--- src/shared/iocb_pkg.sv ---
// Package for the IO configuration bank: offsets, field positions, reset values and timing
package iocb_pkg;
    // Register offsets (register space A)
    localparam logic [7:0] ANT_CLK_CFG_OFS = 8'h00;
    localparam logic [7:0] SUP_PIN_CFG_OFS = 8'h01;
    localparam logic [7:0] OP_CTRL_OFS     = 8'h02;

    // Field positions, antenna/clock register
    localparam int SINGLE_ENDED_BIT  = 7;
    localparam int SECOND_DRV_BIT    = 6;
    localparam int HOLD_SEL_HI_BIT   = 5;
    localparam int HOLD_SEL_LO_BIT   = 4;
    localparam int CLK_SEL_HI_BIT    = 2;
    localparam int CLK_SEL_LO_BIT    = 1;
    localparam int LF_CLK_DIS_BIT    = 0;
    localparam logic [7:0] ANT_CLK_WMASK = 8'hf7;

    // Field positions, supply/pin register
    localparam int LOW_SUPPLY_BIT    = 7;
    localparam int DIG_REG_OFF_BIT   = 6;
    localparam int TUNE_DAC_EN_BIT   = 5;
    localparam int PD_SELECTED_BIT   = 4;
    localparam int PD_DESELECTED_BIT = 3;
    localparam int DRIVE_BOOST_BIT   = 2;
    localparam int MOD_REF_SEL_BIT   = 1;
    localparam int ACTIVE_SINK_BIT   = 0;

    // Operation control register
    localparam int OSC_EN_BIT        = 7;

    localparam logic [7:0] REG_RESET  = 8'h00;
    localparam logic [7:0] READ_ZERO  = 8'h00;

    // Host clock divider: 27.12 MHz crystal divided by 8, 4, 2
    localparam logic [1:0] CLK_SEL_3M39  = 2'h0;
    localparam logic [1:0] CLK_SEL_6M78  = 2'h1;
    localparam logic [1:0] CLK_SEL_13M56 = 2'h2;
    localparam logic [1:0] CLK_SEL_OFF   = 2'h3;

    // I2C hold time per setting, in ns
    localparam int HOLD_NS_380 = 380;
    localparam int HOLD_NS_180 = 180;
    localparam int HOLD_NS_160 = 160;
    localparam int HOLD_NS_100 = 100;
    localparam int HOLD_NS_70  = 70;
    localparam int CLK_PERIOD_NS = 20;

    typedef enum logic [1:0] {
        IOCB_SRC_LOW,
        IOCB_SRC_LF,
        IOCB_SRC_XTAL
    } iocb_src_type;

    typedef struct packed {
        logic       single_ended;
        logic       driver_one_en;
        logic       driver_two_en;
        logic       input_one_en;
        logic       input_two_en;
    } iocb_antenna_type;

    typedef struct packed {
        logic       dac_active;
        logic       hold_fixed;
    } iocb_tune_type;
endpackage : iocb_pkg

--- src/iocb_bank.sv ---
// IO configuration bank: antenna, host clock, I2C hold, pull-down and drive controls
//
// Our own choice: strobed register access.
`timescale 1ns/1ps

module iocb_bank #(
    parameter int HOLD_W = 5
) (
    // Clock, reset, enable
    input  wire logic                         i_mclk,
    input  wire logic                         i_rst,
    input  wire logic                         i_ce,
    // Register port
    input  wire logic [7:0]                   i_addr,
    input  wire logic [7:0]                   i_wdata,
    input  wire logic                         i_wr,
    input  wire logic                         i_rd,
    output logic      [7:0]                   o_rdata,
    // Clock sources
    input  wire logic                         i_xtal_clk,
    input  wire logic                         i_xtal_running,
    input  wire logic                         i_lf_clk,
    // Host interface state
    input  wire logic                         i_spi_mode,
    input  wire logic                         i_spi_chip_select,
    input  wire logic                         i_miso_driven,
    // Antenna and analog controls
    output iocb_pkg::iocb_antenna_type        o_antenna,
    output iocb_pkg::iocb_tune_type           o_tune,
    output logic                              o_osc_enable,
    output logic                              o_low_supply_select,
    output logic                              o_dig_reg_off,
    output logic                              o_modulation_regulator_ref_sel,
    output logic                              o_active_sink,
    // Host pins
    output logic                              o_host_clk,
    output logic                              o_miso_pulldown,
    output logic                              o_drive_boost,
    output logic      [HOLD_W-1:0]            o_i2c_hold_cycles_normal,
    output logic      [HOLD_W-1:0]            o_i2c_hold_cycles_fast
);
    logic [7:0] ant_clk_reg;
    logic [7:0] sup_pin_reg;
    logic [7:0] op_ctrl_reg;
    logic       osc_seen_reg;
    logic [2:0] div_reg;
    logic       xtal_d_reg;
    logic       lf_d_reg;
    logic       xtal_edge;
    logic       lf_edge;
    logic       src_tick;
    logic       src_level;
    logic [1:0] clk_sel;
    iocb_pkg::iocb_src_type src_reg;
    iocb_pkg::iocb_src_type src_next;

    function automatic logic [HOLD_W-1:0] ns_to_cycles(input int ns);
        int cyc;
        cyc = (ns + iocb_pkg::CLK_PERIOD_NS - 1) / iocb_pkg::CLK_PERIOD_NS;
        return HOLD_W'(cyc);
    endfunction : ns_to_cycles

    // Register writes
    always_ff @(posedge i_mclk or posedge i_rst) begin
        if (i_rst) begin
            ant_clk_reg <= iocb_pkg::REG_RESET;
            sup_pin_reg <= iocb_pkg::REG_RESET;
            op_ctrl_reg <= iocb_pkg::REG_RESET;
        end else if (i_ce && i_wr) begin
            case (i_addr)
                iocb_pkg::ANT_CLK_CFG_OFS: ant_clk_reg <= i_wdata & iocb_pkg::ANT_CLK_WMASK;
                iocb_pkg::SUP_PIN_CFG_OFS: sup_pin_reg <= i_wdata;
                iocb_pkg::OP_CTRL_OFS:     op_ctrl_reg <= i_wdata;
                default: begin
                end
            endcase
        end
    end

    // Read data one cycle after the strobe, zero after an enabled cycle without one, held while i_ce is low
    always_ff @(posedge i_mclk or posedge i_rst) begin
        if (i_rst) begin
            o_rdata <= iocb_pkg::READ_ZERO;
        end else if (i_ce) begin
            if (i_rd) begin
                case (i_addr)
                    iocb_pkg::ANT_CLK_CFG_OFS: o_rdata <= ant_clk_reg;
                    iocb_pkg::SUP_PIN_CFG_OFS: o_rdata <= sup_pin_reg;
                    iocb_pkg::OP_CTRL_OFS:     o_rdata <= op_ctrl_reg;
                    default:                   o_rdata <= iocb_pkg::READ_ZERO;
                endcase
            end else begin
                o_rdata <= iocb_pkg::READ_ZERO;
            end
        end
    end

    // Fixed tuning value needs the oscillator to have been enabled once
    always_ff @(posedge i_mclk or posedge i_rst) begin
        if (i_rst) begin
            osc_seen_reg <= 1'b0;
        end else if (i_ce && op_ctrl_reg[iocb_pkg::OSC_EN_BIT]) begin
            osc_seen_reg <= 1'b1;
        end
    end

    assign o_osc_enable = op_ctrl_reg[iocb_pkg::OSC_EN_BIT];

    // Antenna drive selection
    always_comb begin
        o_antenna.single_ended  = ant_clk_reg[iocb_pkg::SINGLE_ENDED_BIT];
        if (!ant_clk_reg[iocb_pkg::SINGLE_ENDED_BIT]) begin
            o_antenna.driver_one_en = 1'b1;
            o_antenna.driver_two_en = 1'b1;
            o_antenna.input_one_en  = 1'b1;
            o_antenna.input_two_en  = 1'b1;
        end else begin
            o_antenna.driver_one_en = !ant_clk_reg[iocb_pkg::SECOND_DRV_BIT];
            o_antenna.driver_two_en = ant_clk_reg[iocb_pkg::SECOND_DRV_BIT];
            o_antenna.input_one_en  = !ant_clk_reg[iocb_pkg::SECOND_DRV_BIT];
            o_antenna.input_two_en  = ant_clk_reg[iocb_pkg::SECOND_DRV_BIT];
        end
    end

    // Tuning converters
    always_comb begin
        o_tune.dac_active = sup_pin_reg[iocb_pkg::TUNE_DAC_EN_BIT] && o_osc_enable;
        o_tune.hold_fixed = sup_pin_reg[iocb_pkg::TUNE_DAC_EN_BIT] && !o_osc_enable && osc_seen_reg;
    end

    // Plain analog fields
    assign o_low_supply_select            = sup_pin_reg[iocb_pkg::LOW_SUPPLY_BIT];
    assign o_dig_reg_off                  = sup_pin_reg[iocb_pkg::DIG_REG_OFF_BIT];
    assign o_modulation_regulator_ref_sel = sup_pin_reg[iocb_pkg::MOD_REF_SEL_BIT];
    assign o_active_sink                  = sup_pin_reg[iocb_pkg::ACTIVE_SINK_BIT];
    assign o_drive_boost                  = sup_pin_reg[iocb_pkg::DRIVE_BOOST_BIT];

    // MISO pull-downs, only while the host port is in SPI mode
    always_comb begin
        o_miso_pulldown = 1'b0;
        if (i_spi_mode) begin
            if (sup_pin_reg[iocb_pkg::PD_SELECTED_BIT] && !i_spi_chip_select && !i_miso_driven) begin
                o_miso_pulldown = 1'b1;
            end
            if (sup_pin_reg[iocb_pkg::PD_DESELECTED_BIT] && i_spi_chip_select) begin
                o_miso_pulldown = 1'b1;
            end
        end
    end

    // I2C hold time, in system clock cycles rounded up
    always_ff @(posedge i_mclk or posedge i_rst) begin
        if (i_rst) begin
            o_i2c_hold_cycles_normal <= '0;
            o_i2c_hold_cycles_fast   <= '0;
        end else if (i_ce) begin
            case ({ant_clk_reg[iocb_pkg::HOLD_SEL_HI_BIT], ant_clk_reg[iocb_pkg::HOLD_SEL_LO_BIT]})
                2'h0: begin
                    o_i2c_hold_cycles_normal <= ns_to_cycles(iocb_pkg::HOLD_NS_380);
                    o_i2c_hold_cycles_fast   <= ns_to_cycles(iocb_pkg::HOLD_NS_160);
                end
                2'h1: begin
                    o_i2c_hold_cycles_normal <= ns_to_cycles(iocb_pkg::HOLD_NS_180);
                    o_i2c_hold_cycles_fast   <= ns_to_cycles(iocb_pkg::HOLD_NS_160);
                end
                2'h2: begin
                    o_i2c_hold_cycles_normal <= ns_to_cycles(iocb_pkg::HOLD_NS_180);
                    o_i2c_hold_cycles_fast   <= ns_to_cycles(iocb_pkg::HOLD_NS_70);
                end
                default: begin
                    o_i2c_hold_cycles_normal <= ns_to_cycles(iocb_pkg::HOLD_NS_100);
                    o_i2c_hold_cycles_fast   <= ns_to_cycles(iocb_pkg::HOLD_NS_70);
                end
            endcase
        end
    end

    // Host clock. Crystal and LF clocks are taken as synchronous level inputs
    // and sampled; the crystal-derived output is therefore a divided sample.
    assign clk_sel   = {ant_clk_reg[iocb_pkg::CLK_SEL_HI_BIT], ant_clk_reg[iocb_pkg::CLK_SEL_LO_BIT]};
    assign xtal_edge = i_xtal_clk && !xtal_d_reg;
    assign lf_edge   = i_lf_clk && !lf_d_reg;

    always_ff @(posedge i_mclk or posedge i_rst) begin
        if (i_rst) begin
            xtal_d_reg <= 1'b0;
            lf_d_reg   <= 1'b0;
            div_reg    <= 3'h0;
        end else if (i_ce) begin
            xtal_d_reg <= i_xtal_clk;
            lf_d_reg   <= i_lf_clk;
            if (xtal_edge) begin
                div_reg <= div_reg + 3'h1;
            end
        end
    end

    // Selected source level and switch-safe flag, high for as long as the current source is low
    always_comb begin
        src_level = 1'b0;
        src_tick  = 1'b1;
        case (src_reg)
            iocb_pkg::IOCB_SRC_XTAL: begin
                case (clk_sel)
                    iocb_pkg::CLK_SEL_3M39:  src_level = div_reg[2];
                    iocb_pkg::CLK_SEL_6M78:  src_level = div_reg[1];
                    default:                 src_level = div_reg[0];
                endcase
                src_tick = !src_level;
            end
            iocb_pkg::IOCB_SRC_LF: begin
                src_level = lf_d_reg;
                src_tick  = !lf_d_reg;
            end
            default: begin
                src_level = 1'b0;
                src_tick  = 1'b1;
            end
        endcase
    end

    always_comb begin
        if (clk_sel == iocb_pkg::CLK_SEL_OFF) begin
            src_next = iocb_pkg::IOCB_SRC_LOW;
        end else if (i_xtal_running) begin
            src_next = iocb_pkg::IOCB_SRC_XTAL;
        end else if (!ant_clk_reg[iocb_pkg::LF_CLK_DIS_BIT]) begin
            src_next = iocb_pkg::IOCB_SRC_LF;
        end else begin
            src_next = iocb_pkg::IOCB_SRC_LOW;
        end
    end

    // Switch sources only while the output is low, so no pulse is cut short
    always_ff @(posedge i_mclk or posedge i_rst) begin
        if (i_rst) begin
            src_reg    <= iocb_pkg::IOCB_SRC_LOW;
            o_host_clk <= 1'b0;
        end else if (i_ce) begin
            if (src_tick && !o_host_clk) begin
                src_reg <= src_next;
            end
            o_host_clk <= src_level;
        end
    end
endmodule : iocb_bank

--- config.mk ---
export PLATFORM = sky130hd
export DESIGN_NAME = iocb_bank
export DESIGN_NICKNAME = d
export VERILOG_FILES = /design/src/shared/iocb_pkg.sv /design/src/iocb_bank.sv
export SDC_FILE = /design/constraint.sdc
export NUM_CORES = 1
export LEC_CHECK = 0
export ABC_CLOCK_PERIOD_IN_PS = 1800
export BUFFER_PORTS_ARGS = -buffer_cell sky130_fd_sc_hd__buf_2
export CAP_MARGIN = 30
export CORE_MARGIN = 3
export CORE_UTILIZATION = 52
export DETAILED_ROUTE_END_ITERATION = 12
export GPL_TIMING_DRIVEN = 1
export PLACE_DENSITY = 0.79
export SYNTH_ARGS = -nofsm -noshare
export SYNTH_HDL_FRONTEND = slang
export SYNTH_SLANG_ARGS = --single-unit
--- constraint.sdc ---
create_clock -name i_mclk -period 1.8 [get_ports i_mclk]
set_clock_uncertainty 0.05 [all_clocks]
set_input_delay 0.27 -clock i_mclk [delete_from_list [all_inputs] [get_ports i_mclk]]
set_output_delay 0.27 -clock i_mclk [all_outputs]
set_load 0.01 [all_outputs]
### Yosys cells after proc, flatten, opt, wreduce, memory -nomap -nowiden

Cells that the tools add are included.
Widths: inputs -> output; s select.

* flip-flop bits (word level): 50
* bits of input ports: 27
* output and inout port bits: 33
* logic and storage cells: 64

* add/sub/neg operators: 1
* equal/unequal tests: 8
* mux-type cells: 15
* reduce and logical (&&, ||, !) cells: 28

Operator list (count)
* $pmux 8 s3: 1
* $logic_and 1x1->1: 10
* $pmux 5 s2: 1
* $reduce_and 2->1: 5
* $eq 8x1->1 const B: 1
* $eq 8x2->1 const B: 1
* $logic_not 1->1: 8
* $logic_not 8->1: 1
* $mux 4: 2
* $mux 8: 1
* $eq 2x1->1 const B: 3
* $eq 2x2->1 const B: 3
* $pmux 1 s2: 3
* $mux 1: 5
* $logic_not 2->1: 2
* $mux 2: 2
* $reduce_or 2->1: 2
* $add 3x1->3 const B: 1

### Longest topological paths before layout

* word-level depth: 7
* gate-level depth with buffers: 5
* gate-level depth less buffers: 5

### Worst setup path before layout

No wires, ideal clock.

* path type: input port to flip-flop
* start point: in i_addr[5]
* end point: reg op_ctrl_reg[0]
* setup time: 0.125 ns
* data arrival time: 1.468 ns
* required time: 1.625 ns
* setup slack: 0.157 ns
* stages: 5
* path buffers: 1
* cell sequence: nor4_4 > nand4_1 > or3b_1 > buf_6 > mux2_4

* longest elaborated chain between the ends: 2

RTL lines
* start, declared: line iocb_bank.sv:14 `input wire logic [7:0] i_addr,`
* $eq 8x2->1: line iocb_bank.sv:70 `case (i_addr)`
* $reduce_and 2->1 (no source line)
* end signal, assigned: line iocb_bank.sv:68 `op_ctrl_reg <= iocb_pkg::REG_RESET;`
* end signal, assigned: line iocb_bank.sv:73 `iocb_pkg::OP_CTRL_OFS: op_ctrl_reg <= i_wdata;`
* end, declared: line iocb_bank.sv:44 `logic [7:0] op_ctrl_reg;`

Every way passes these cells.
A chain may end at the register's enable or synchronous reset.

### Worst setup path after layout

* start point: reg ant_clk_reg[1]
* end point: reg src_reg[0]

* longest elaborated chain between the ends: 7
* elaborated cells between the ends (all ways): 10
* those cells by class: eq/ne: 2; mux: 4; reduce/logical: 4

RTL lines
* start, declared: line iocb_bank.sv:42 `logic [7:0] ant_clk_reg;`
* start signal, assigned: line iocb_bank.sv:66 `ant_clk_reg <= iocb_pkg::REG_RESET;`
* start signal, assigned: line iocb_bank.sv:71 `iocb_pkg::ANT_CLK_CFG_OFS: ant_clk_reg <= i_wdata & iocb_pkg::ANT_CLK_WMASK;`
* $eq 2x1->1 / $logic_not 2->1 (equally long branches): line iocb_bank.sv:204 `case (clk_sel)`
* $pmux 1 s2: line iocb_bank.sv:204
* $mux 1: line iocb_bank.sv:202 `case (src_reg)`
* $logic_not 1->1: line iocb_bank.sv:209 `src_tick = !src_level;`
* $pmux 1 s2: line iocb_bank.sv:202
* $logic_and 1x1->1: line iocb_bank.sv:240 `if (src_tick && !o_host_clk) begin`
* $reduce_and 2->1 (no source line)
* end signal, assigned: line iocb_bank.sv:237 `src_reg <= iocb_pkg::IOCB_SRC_LOW;`
* end signal, assigned: line iocb_bank.sv:241 `src_reg <= src_next;`
* end, declared: line iocb_bank.sv:54 `iocb_pkg::iocb_src_type src_reg;`

Several ways; a longest one is shown, not always the timed one. The select of a mux whose other input is x is not followed.

==> flow_summary.ini <==
[run_status]
status = finished clean

[route]
detail_route.wl_per_cell_um = 15.4
dr_wl_met3_um = 232
wl_met2_um = 2140
met1_length_um = 2100
postRouteAntennaNets = 0
via_per_inst = 5.35
highest_layer = met4
dr.pass1.iters = 4
drc = 0
drtIter0Drc = 105
vias = 1583
wl_um = 4560

[global_route]
gr-total-overflow = 0
grt_antenna_before_repair = 0
grt_max_degree = 47
grt_first_pass_wirelength_um = 7690
grt_usage = 0.197
grt_pass1_vias = 1611

[synthesis]
postSynthCellCount = 183
synth_largest_area_cell = dfrtp_1
synth_common_cells = 46 x dfrtp_1, 20 x mux2_2, 14 x nor2_1
synth-edff-count = 0
synth_top_area_share = 0.522
synth_cell_types = 35
syn_area_sq_um = 2210
ys_seq_area_frac = 0.522
avgSynthCellArea_sq_um = 12.1
synthArstFlopShare = 1.00
synth_ff_type = dfrtp_1
post-synth-top-count-cell = dfrtp_1
ys_warn_count = 0
synth-seq-cells = 46
synth.area.top_cells = dfrtp_1 52%, mux2_2 10%, mux2_4 5.4%

[flow_run]
max_cap_violations = 0

[pwr]
p_leak_uw = 0.00138
worst_ir_drop_vdd_uv = 623
p_per_area_nw_per_um2 = 853

[setup_path]
crit_path_start_kind = register
reg2reg_from = ant_clk_reg[1]$_DFFE_PP0P_
timing.rr.end = src_reg[0]$_DFFE_PP0P_
ff2ff_path_depth = 4
path_max_fanout = 4
slowest_stage = a311oi_1
required_ns = 1.98
r2r_setup_slack_ns = 0.21
crit_arrival_ns = 1.77
crit_path_start = ant_clk_reg[1]$_DFFE_PP0P_
critPathCaptureType = register
crit_type = reg -> reg
critPathMostFrequentCell = mux2i_1
crit_chain = mux2i_1 -> nand3_1 -> a311oi_1 -> mux2i_1
critPathMaxStageDelay_ns = 0.45
critical_path.endpoint = src_reg[0]$_DFFE_PP0P_

[layout]
final.fill_count = 324
diodes = 0
nets = 278
final_area_sq_um = 2640
seq_area_sq_um = 1150
syn_to_final_growth_pct = 19.7
multi_input_area_sq_um = 945
drive_above_1_share = 0.431

[timing]
drv_slew = 0
hold_slack_ns = 0.0428
fmax_mhz = 628
period_needed_ns = 1.59
tightest_slew_ns = 0.571
max_slew_margin = 0.619
layout_worst_path_cycle_share = 0.885
rsz0062_at_grt = false
setup_viol = 0
finalHoldViolCount = 0

[floorplan]
die_h_um = 71.2
rows = 23
design.core.area_sq_um = 4060
die_x_um = 71.2
ioPinCount = 60
start_util = 0.544
dieArea_sq_um = 5060

[place]
place_area_sq_um = 2550
port_buffers = 56
place_congestion = 0.752
place_hpwl_um = 3460

[cts]
ctsResizeCount = 0
ctsHoldBuffers = 0
clk_pin_slew_ns = 0.08
clock_latency_ns = 0.30
cts_made_buffers = 5
clockRootBuffer = clkbuf_8
ctsHtreeMaxLevel = 2
cts_setup_buffers = 0
cts_tree = yes
clockBufferDepth = 2
cts_sinks = 46

[min_path]
holdCritPathClass = in -> async
critical path: cells and delay by family (launching register included):
family	cells	cell delay, ns
compound gates	1	0.45
flops	1	0.42
mux	2	0.50
simple gates	1	0.10
per-stage QoR:
step	TNS [ns]	total power, uW	setup slack (ns)	util	cells
after global routing	0	2390	0.0317	0.651	296
after floorplan	0	1490	0.157	-	185
after detailed placement	-0.777	1620	-0.0978	0.628	288
after global placement	-0.492	1600	-0.0638	0.628	288
after CTS	0	2270	0.203	0.651	296
final	0	2250	0.207	0.651	296
metal layers:
metal,up-vias,track usage
li1,757,-
met5,-,0
met4,0,0.0710
met3,9,0.0526
met1,772,0.275
met2,45,0.297
how the worst min path moves through the flow:
| stage | slack, ns | start | end |
|---|---|---|---|
| after detailed placement | 0.39 | i_rst | o_i2c_hold_cycles_fast[2]$_DFFE_PP0P_ |
| after CTS | 0.06 | i_rst | o_i2c_hold_cycles_fast[2]$_DFFE_PP0P_ |
| final | 0.04 | i_rst | o_i2c_hold_cycles_normal[0]$_DFFE_PP0P_ |
| after global routing | 0.09 | i_rst | o_i2c_hold_cycles_fast[2]$_DFFE_PP0P_ |
| after global placement | 0.38 | osc_seen_reg$_DFFE_PP0P_ | osc_seen_reg$_DFFE_PP0P_ |
| after floorplan | 0.34 | i_lf_clk | lf_d_reg$_DFFE_PP0P_ |
power by group:
part           internal [uW]  switching [uW]  leakage [uW]
Sequential              1130            69.6      0.000608
Clock                    309             351     0.0000472
Combinational            189             205      0.000723
Total                   1630             625       0.00138
layout make-up:
class	count	area share
inverters	9	0.0128
clock buffers	6	0.0313
clock inverters	2	0.00473
flip-flops and latches	46	0.436
repair buffers	66	0.134
multi-input cells	117	0.357
well taps	50	0.0237
kinds of logic after synthesis:
family          Yosys count  share of synthesized area
simple gates             42                      0.102
flops                    46                      0.522
mux                      38                      0.202
xor+xnor                  2                    0.00794
fa+ha+maj                 6                     0.0340
other cells               1                    0.00170
buf+inv                  22                     0.0539
compound gates           26                     0.0771
cell usage in the layout, fill, tap and decap left out, types with 3 or more instances in the layout:
cell type  count
conb_1         3
inv_1          7
mux2i_1       10
o2bb2ai_1      8
mux2_4         8
buf_2         56
mux2_2        20
buf_4         10
o21ai_0        3
ha_1           6
clkbuf_8       6
dfrtp_1       46
nor2_1        14
a21oi_1       11
nand2_1       13
No activity file was read; power rests on OpenSTA's default activity.
